`src/logic/move_exec_pkg.sv`:
```
package move_exec_pkg;

  // ----------------------------------------------------------------
  // Widths
  // ----------------------------------------------------------------
  localparam int DATA_W = 8;
  localparam int ADDR_W = 8;
  localparam int FILE_DEPTH = 256;

  // ----------------------------------------------------------------
  // Reset values and destination select
  // ----------------------------------------------------------------
  localparam logic [7:0] ACC_RESET = 8'h00;
  localparam logic       ZERO_RESET = 1'b0;
  localparam logic       DEST_ACC = 1'b0;
  localparam logic       DEST_FILE = 1'b1;

  // ----------------------------------------------------------------
  // Timing: cycles of execution per instruction
  // ----------------------------------------------------------------
  localparam int EXEC_CYCLES = 1;

  // ----------------------------------------------------------------
  // Opcode selector of this datapath
  // ----------------------------------------------------------------
  typedef enum logic [2:0] {
    OP_NOP              = 3'h0,
    OP_OR_ACC_WITH_FILE = 3'h1,
    OP_COPY_FILE_TO_ACC = 3'h2,
    OP_LOAD_LITERAL_ACC = 3'h3,
    OP_STORE_ACC_TO_FILE = 3'h4
  } op_t;

endpackage : move_exec_pkg

```
`src/logic/file_ram.sv`:
```
`timescale 1ns/100ps
`default_nettype none
// Register file: synchronous write, registered read data.
module file_ram
  import move_exec_pkg::*;
(
  // Clock
  input  wire logic              clk,
  // Read port
  input  wire logic [ADDR_W-1:0] rdAddr,
  output logic      [DATA_W-1:0] rdData,
  // Write port
  input  wire logic              wrEn,
  input  wire logic [ADDR_W-1:0] wrAddr,
  input  wire logic [DATA_W-1:0] wrData
);

  logic [DATA_W-1:0] mem [FILE_DEPTH];

  // Same-edge read returns the old word; no reset so it maps to block RAM
  always_ff @(posedge clk)
  begin
    if (wrEn)
    begin
      mem[wrAddr] <= wrData;
    end
  end

  always_ff @(posedge clk)
  begin
    rdData <= mem[rdAddr];
  end

endmodule : file_ram
`default_nettype wire

```
`src/logic/logic_move_instr_exec.sv`:
```
`timescale 1ns/100ps
`default_nettype none

module logic_move_instr_exec
  import move_exec_pkg::*;
(
  // Clock and reset
  input  wire logic              clk,
  input  wire logic              resetn,
  // Instruction issue
  input  wire logic              issueValid,
  input  wire op_t               issueOp,
  input  wire logic [ADDR_W-1:0] fileAddr,
  input  wire logic              destSel,
  input  wire logic [DATA_W-1:0] literal,
  // Results
  output logic      [DATA_W-1:0] acc_ff,
  output logic                   zero_ff,
  output logic                   done_ff,
  output logic                   pcAdvance_ff
);

  // ----------------------------------------------------------------
  // Two-phase sequencer: fetch operand, then execute
  // ----------------------------------------------------------------
  // One instruction cycle = operand read phase + execute phase, since
  // the file read data are registered.
  typedef enum logic {IDLE, EXEC} state_t;

  state_t            state_ff;
  op_t               op_ff;
  logic [ADDR_W-1:0] addr_ff;
  logic              dest_ff;
  logic [DATA_W-1:0] lit_ff;
  logic [DATA_W-1:0] fileData;
  logic [DATA_W-1:0] orResult;
  logic              wrEn;
  logic [DATA_W-1:0] wrData;
  logic              take;
  logic              inExec;
  logic              orToFile;
  logic              storeToFile;

  // ----------------------------------------------------------------
  // Issue acceptance
  // ----------------------------------------------------------------
  // An issue raised during EXEC is dropped with no indication, so the
  // caller must leave one idle clock between two issues.
  // The file still reads the address pins every clock; only a take commits.
  assign take   = issueValid && (state_ff == IDLE);
  assign inExec = (state_ff == EXEC);

  // Two states only: every taken issue spends exactly one clock in EXEC
  always_ff @(posedge clk or negedge resetn)
  begin
    if (!resetn)
    begin
      state_ff <= IDLE;
    end
    else
    begin
      unique case (state_ff)
        IDLE:
        begin
          if (take)
          begin
            state_ff <= EXEC;
          end
        end
        EXEC:
        begin
          state_ff <= IDLE;
        end
      endcase
    end
  end

  // Operands held through EXEC, so the caller may move its pins after the take
  always_ff @(posedge clk or negedge resetn)
  begin
    if (!resetn)
    begin
      op_ff   <= OP_NOP;
      addr_ff <= '0;
      dest_ff <= DEST_ACC;
      lit_ff  <= '0;
    end
    else if (take)
    begin
      op_ff   <= issueOp;
      addr_ff <= fileAddr;
      dest_ff <= destSel;
      lit_ff  <= literal;
    end
  end

  // ----------------------------------------------------------------
  // Register file
  // ----------------------------------------------------------------
  // Read address comes straight from the pin, not from addr_ff, so the
  // operand is ready in EXEC; reading from the latch would cost a clock.
  // A store lands at the end of EXEC and is readable by the next issue.
  file_ram u_file_ram (
    .clk    (clk),
    .rdAddr (fileAddr),
    .rdData (fileData),
    .wrEn   (wrEn),
    .wrAddr (addr_ff),
    .wrData (wrData)
  );

  // Full 8-bit address reaches the whole 0..FFh file space
  assign orResult = acc_ff | fileData;

  // Write decode: OR with the file as target, and store
  assign orToFile    = inExec && (op_ff == OP_OR_ACC_WITH_FILE) && (dest_ff == DEST_FILE);
  assign storeToFile = inExec && (op_ff == OP_STORE_ACC_TO_FILE);

  // File write only for OR with dest=1 and for store; source kept otherwise
  always_comb
  begin
    wrEn   = 1'b0;
    wrData = acc_ff;
    if (orToFile)
    begin
      wrEn   = 1'b1;
      wrData = orResult;
    end
    else if (storeToFile)
    begin
      wrEn   = 1'b1;
      wrData = acc_ff;
    end
  end

  // ----------------------------------------------------------------
  // Accumulator
  // ----------------------------------------------------------------
  // Written only at the end of EXEC; an OR with the file as target
  // leaves it alone so the old value is still there for the next issue.
  always_ff @(posedge clk or negedge resetn)
  begin
    if (!resetn)
    begin
      acc_ff <= ACC_RESET;
    end
    else if (state_ff == EXEC)
    begin
      unique case (op_ff)
        OP_OR_ACC_WITH_FILE:
        begin
          if (dest_ff == DEST_ACC)
          begin
            acc_ff <= orResult;
          end
        end
        OP_COPY_FILE_TO_ACC:  acc_ff <= fileData;
        OP_LOAD_LITERAL_ACC:  acc_ff <= lit_ff;
        OP_STORE_ACC_TO_FILE: acc_ff <= acc_ff;
        OP_NOP:               acc_ff <= acc_ff;
        default:              acc_ff <= acc_ff;   // Unused codes act as no-op
      endcase
    end
  end

  // ----------------------------------------------------------------
  // Zero flag: only the OR instruction touches it
  // ----------------------------------------------------------------
  // Copy, literal load, store and no-op all leave the flag as it was, so
  // only the OR result is ever compared against zero.
  always_ff @(posedge clk or negedge resetn)
  begin
    if (!resetn)
    begin
      zero_ff <= ZERO_RESET;
    end
    else if (state_ff == EXEC && op_ff == OP_OR_ACC_WITH_FILE)
    begin
      zero_ff <= (orResult == '0);
    end
  end

  // ----------------------------------------------------------------
  // Completion and program counter advance pulses
  // ----------------------------------------------------------------
  // Both pulses stand for one clock, the clock after EXEC; kept as two
  // flops so each output comes straight from its own register.
  always_ff @(posedge clk or negedge resetn)
  begin
    if (!resetn)
    begin
      done_ff <= 1'b0;
    end
    else
    begin
      done_ff <= inExec;
    end
  end

  // A no-operation still advances the counter; nothing else moves
  always_ff @(posedge clk or negedge resetn)
  begin
    if (!resetn)
    begin
      pcAdvance_ff <= 1'b0;
    end
    else
    begin
      pcAdvance_ff <= inExec;
    end
  end

endmodule : logic_move_instr_exec
`default_nettype wire

```
`config.mk`:
```
export PLATFORM = sky130hd
export DESIGN_NAME = logic_move_instr_exec
export DESIGN_NICKNAME = d
export VERILOG_FILES = /design/src/logic/move_exec_pkg.sv /design/src/logic/file_ram.sv /design/src/logic/logic_move_instr_exec.sv
export SDC_FILE = /design/constraint.sdc
export NUM_CORES = 2
export LEC_CHECK = 0
export BUFFER_PORTS_ARGS = -buffer_cell sky130_fd_sc_hd__clkbuf_2
export CAP_MARGIN = 20
export CORE_MARGIN = 3
export CORE_UTILIZATION = 56
export DETAILED_ROUTE_END_ITERATION = 7
export GPL_TIMING_DRIVEN = 0
export PLACE_DENSITY = 0.8
export RECOVER_POWER = 25
export SYNTH_ARGS = -nofsm -noshare
export SYNTH_HDL_FRONTEND = slang
export SYNTH_HIERARCHICAL = 1
export SYNTH_SLANG_ARGS = --single-unit
export TNS_END_PERCENT = 10
```
`constraint.sdc`:
```
create_clock -name clk -period 6.1 [get_ports clk]
set_clock_uncertainty 0.05 [all_clocks]
set_input_delay 0.61 -clock clk [delete_from_list [all_inputs] [get_ports clk]]
set_output_delay 0.61 -clock clk [all_outputs]
set_load 0.1 [all_outputs]
```
---- Word level (Yosys, flattened, before mapping) ----
Memories as Yosys holds them, arrays and structs flattened. A register that Yosys moved wholly into a read port is not among the register bits.
Index checks and enable logic that the tools add are counted.
W data, S select, Z words.
operators by class
  reductions and logical operators ........ 7
  muxes and demuxes ....................... 9
  bitwise logic cells ..................... 2
  equality and inequality tests ........... 5
operators with widths
  cell                  number
  $pmux W8 S3           1
  $mux W8               2
  $logic_not A8 Y1      1
  $or A8 B8 Y8          1
  $eq A3 B2 Y1 const B  2
  $mux W1               5
  $logic_and A1 B1 Y1   4
  $eq A3 B1 Y1 const B  1
  $eq A3 B3 Y1 const B  1
  $reduce_and A3 Y1     1
  $reduce_bool A3 Y1    1
  $ne A2 B2 Y1 const B  1
  $pmux W1 S2           1
  $not A1 Y1            1
word-level totals
  RAM bits ................................ 2048
  output and inout port bits .............. 11
  register bits after elaboration ......... 31
  memories ................................ 1
  word-level logic and storage cells ...... 32
memories
  memory          words  width  rd ports  clocked after Yosys merged registers in  wr ports  line            source
  u_file_ram.mem  256    8      1         1                                        1         file_ram.sv:18  logic [DATA_W-1:0] mem [FILE_DEPTH];

---- Depth between registers and ports, before layout ----
  depth in word-level cells ............... 6
  gate-level depth with buffers ........... 11

---- Modules after synthesis ----
The synthesis kept the hierarchy.
by module, submodules not included
  module                 area an instance (µm²)  seq. area each (µm²)  cells an instance  times used
  file_ram               79556.3                 61659.1               3733               1
  logic_move_instr_exec  1501.4                  775.7                 121                1

---- Worst setup path before layout ----
OpenSTA, ideal clock, no wires.
  path kind ............................... register to register
  from .................................... register acc_ff[6]
  to ...................................... memory u_file_ram.mem[0][6], data pin
  path buffers ............................ 0
  setup time .............................. 0.794 ns
  path slack .............................. 1.360 ns
  arrival ................................. 3.895 ns
  clock period less this slack ............ 4.740 ns
  stages on the path, launching flop included .. 2
  cells stage by stage .................... dfrtp_1 -> a21o_1
between the ends
  cells in the longest elaborated chain, start to end .. 2
RTL lines
  item                    line                          source
  from (decl)             logic_move_instr_exec.sv:17   output logic [DATA_W-1:0] acc_ff,
  from (signal assigned)  logic_move_instr_exec.sv:154  acc_ff <= orResult;
  from (signal assigned)  logic_move_instr_exec.sv:157  OP_COPY_FILE_TO_ACC: acc_ff <= fileData;
  from (signal assigned)  logic_move_instr_exec.sv:158  OP_LOAD_LITERAL_ACC: acc_ff <= lit_ff;
  $or A8 B8 Y8            logic_move_instr_exec.sv:113  assign orResult = acc_ff | fileData;
  $mux W8 (*)             logic_move_instr_exec.sv:124  if (orToFile)
  via wrData[6]           logic_move_instr_exec.sv:38   logic [DATA_W-1:0] wrData;
  to (decl)               file_ram.sv:18
Mark *: on every way through the listed nets, which the timed path passes. The rest lies on a longest branch.

---- Final worst setup path ----
  from .................................... register op_ff[2]
  to ...................................... memory u_file_ram.mem[71][5], data pin
between the ends
  cells in the longest elaborated chain, start to end .. 4
RTL lines
  item                               line                          source
  from (decl)                        logic_move_instr_exec.sv:31   op_t op_ff;
  from (signal assigned)             logic_move_instr_exec.sv:90   op_ff <= issueOp;
  $eq A3 B1 Y1                       logic_move_instr_exec.sv:116  assign orToFile = inExec && (op_ff == OP_OR_ACC_WITH_FILE) && (dest_ff == DEST_FILE);
  $logic_and A1 B1 Y1 (2 in series)  logic_move_instr_exec.sv:116
  $mux W8                            logic_move_instr_exec.sv:124
  via wrData[5]                      logic_move_instr_exec.sv:38
The timed path passes the listed nets, and every way through them passes these cells.

==> results.toml <==
[setup_path]
worstPathArrival_ps = 5800
crit_path_end_kind = "flop"
critical_path.max_fanout = 80
cp.required_ps = 6410
cp-start-kind = "flop"
crit_type = "reg -> reg"

[route]
wl_microns = 248000
drt_iter0_markers = 9028
drcViolationCount = 113
postRouteAntennaNets = 0
wl_per_cell_microns = 39.8
drt_first_pass_iters = 8
via_count = 46024
vias_per_cell = 7.37

[final_layout]
layout.nets = 4190
regArea_sq_um = 62400
nFillCells = 8927
areaGrowthSynthToFinish_pct = 12.6
drive_above_1_share = 0.225
instances_no_fill = 6242
multi_input_area_sq_um = 17100

[clocking]
cts_buffers = 198
clockBufferDepth = 3
cts_setup_buffers = 0
htreeDepth = 4
worstSkewPairLatency_ps = 870
clk_pin_slew_ps = 60
cts.root.buffer_cell = "clkbuf_16"
cts_tree = "done"
cts_sinks = 2087

[yosys]
avgSynthCellArea_sq_um = 21.0
ys.flop_type = "edfxtp_1"
synth_nets = 3877
async_flop_share = 0.0149
synth_area_sq_um = 81100
synth_area_leaders = "edfxtp_1 76%, mux4_2 13%, mux2i_1 1.8%, nor2_1 1.3%, a22oi_1 1.3%"
synth_top_area_cell = "edfxtp_1"
ys_warn_count = 6
synth.most_common_cell = "edfxtp_1"
synth_top_area_frac = 0.759
synth_edf_count = 2048
yosys-top-cells-count = "2,048 x edfxtp_1, 454 x mux4_2, 282 x nor2_1"
ys_seq_area_frac = 0.770
netlist_instances = 3854
ys_ff_latch = 2087
synth_cell_types = 61

[sta]
setup_violations = 0
drv_slew = 927
hold_ws_ps = 97.3
fin_crit_sh = 0.900
maxClockFrequency_mhz = 182
slew_headroom = -1.60
rsz0062_at_grt = "false"
finalHoldViolations = 0
worst_slew_pin_slew_ps = 3910
fin_crit_ps = 5490

[pwr]
internal-power_w = 0.0258
sequentialPowerShare = 0.517
switching_share = 0.258
leakage_nw = 28.5
vdd_drop_max_mv = 0.282
cellPowerDensity_nw_per_um2 = 382
power_switching_w = 0.00898
clkPwrFrac = 0.355
pwr-share-comb = 0.127

[floorplanning]
chipWidth_microns = 386
fp-row-count = 138
start_util = 0.568
core_sq_um = 143000
die_area_sq_um = 149000
fp.dieH_microns = 386
ios = 34

[grt]
grt_pass1_wl_microns = 343000
grt_overflow = 0
grt_max_degree = 102
grt_pass1_vias = 44442
antenna_found_initial = 22
grt_usage = 0.331

[job]
maxCapViolCount = 14

[run_status]
violations = "design-rule violations, max-capacitance violations, max-slew violations"
status = "finished with violations"

[place]
io_buffer_count = 33
dp.cells = 5827
globalplace.congestion = 1.04
post-dp-hpwl_microns = 155000

[min_path]
hp-class = "in -> reg"
==> power groups by stage <==
| stage | combinational [W] | sequential, W | clock [W] |
|---|---|---|---|
| 6_report | 0.00443 | 0.0180 | 0.0124 |
| 5_1_grt | 0.00447 | 0.0180 | 0.0129 |
| 4_1_cts | 0.00427 | 0.0179 | 0.0124 |
| 3_5_place_dp | 0.00423 | 0.0182 | 0 |
| 3_3_place_gp | 0.00353 | 0.0192 | 0 |
| 2_1_floorplan | 0.00186 | 0.0188 | 0 |
==> flip-flops by register name, summed over array words and instances, names as in the netlist, 3 cells and up <==
register / flops
u_file_ram/mem: 2048
u_file_ram/rdData: 8
addr_ff: 8
op_ff: 3
acc_ff: 8
lit_ff: 8
==> layout by cell type (no fill, tap or decap), types with 22 or more instances in the layout <==
cell | Yosys | final
edfxtp_1 | 2048 | 2048
buf_8 | 13 | 42
clkbuf_1 | 112 | 168
buf_4 | 28 | 29
clkbuf_16 | 0 | 204
clkinv_2 | 0 | 36
nor2_1 | 282 | 281
nand3_1 | 34 | 34
clkbuf_2 | 0 | 34
nor3_1 | 22 | 22
clkinv_1 | 1 | 35
mux4_2 | 454 | 454
a21oi_1 | 96 | 96
dfrtp_1 | 31 | 31
mux2i_1 | 142 | 142
nand2_1 | 34 | 34
mux2_2 | 22 | 22
o221ai_1 | 53 | 53
a22oi_1 | 140 | 140
o22ai_1 | 28 | 28
buf_2 | 37 | 45
nor4_1 | 28 | 28
buf_6 | 23 | 28
nor2b_1 | 36 | 36
==> kinds of logic (layout without fill, tap and decap cells) <==
logic type | after synthesis | in the layout | synth area share
compound gates | 410 | 410 | 0.0360
buf+inv | 255 | 733 | 0.0192
flops | 2087 | 2087 | 0.770
mux | 620 | 620 | 0.147
other cells | 0 | 20 | 0
simple gates | 482 | 482 | 0.0272
==> per-layer routing <==
metal  up-vias  track usage  routed length (microns)
met5         -       0.0112                      315
met4        25        0.208                    20400
met3      1206        0.166                    45700
met2      4951        0.469                   106000
met1     23054        0.406                    75700
li1      16788            -                        -
==> path summary, 6_finish.rpt <==
kind | from | endpoint | slack [ps] | depth (start not counted)
worst max-delay path | op_ff[2] | u_file_ram/mem[71][5] | 610 | 5
worst min-delay path | fileAddr[1] | addr_ff[1] | 100 | 2
worst max register to register | op_ff[2] | u_file_ram/mem[71][5] | 610 | 5
worst min register to register | u_file_ram/rdData[6] | acc_ff[6] | 450 | 2
max in group asynchronous | resetn | lit_ff[2] | 3430 | 3
min in group asynchronous | resetn | acc_ff[0] | 110 | 2
==> critical path: stages, from the launching register on <==
cell	delay [ps]
dfrtp_1	430
and4bb_1	360
and2_0	150
buf_2	210
a21o_1	2100
clkbuf_2	1600
==> layout make-up <==
cell class | instances | area share
diodes | 20 | 0.000548
plain buffers | 243 | 0.0167
clock buffers | 263 | 0.0595
clock inverters | 102 | 0.0115
inverters | 12 | 0.000494
multi-input cells | 1512 | 0.187
flip-flops and latches | 2087 | 0.684
well taps | 1890 | 0.0259
repair buffers | 113 | 0.0140
==> per-stage QoR <==
stage / setup TNS, ps / util / worst slack, ps / area [sq um] / power, W
after floorplan: 0 / - / 1360 / 81100 / 0.0207
after global placement: -3835750 / 0.586 / -2310 / 83600 / 0.0227
after detailed placement: 0 / 0.593 / 680 / 84600 / 0.0224
after CTS: 0 / 0.640 / 1180 / 91200 / 0.0345
after global routing: 0 / 0.640 / 562 / 91200 / 0.0354
final: 0 / 0.640 / 607 / 91300 / 0.0348
==> repair_timing <==
action / CTS / global route
hold buffers: 14 / 0
hold endpoints to repair: 44 / 0
gates resized for setup: 0 / 0
Power figures use the tool's default switching activity.
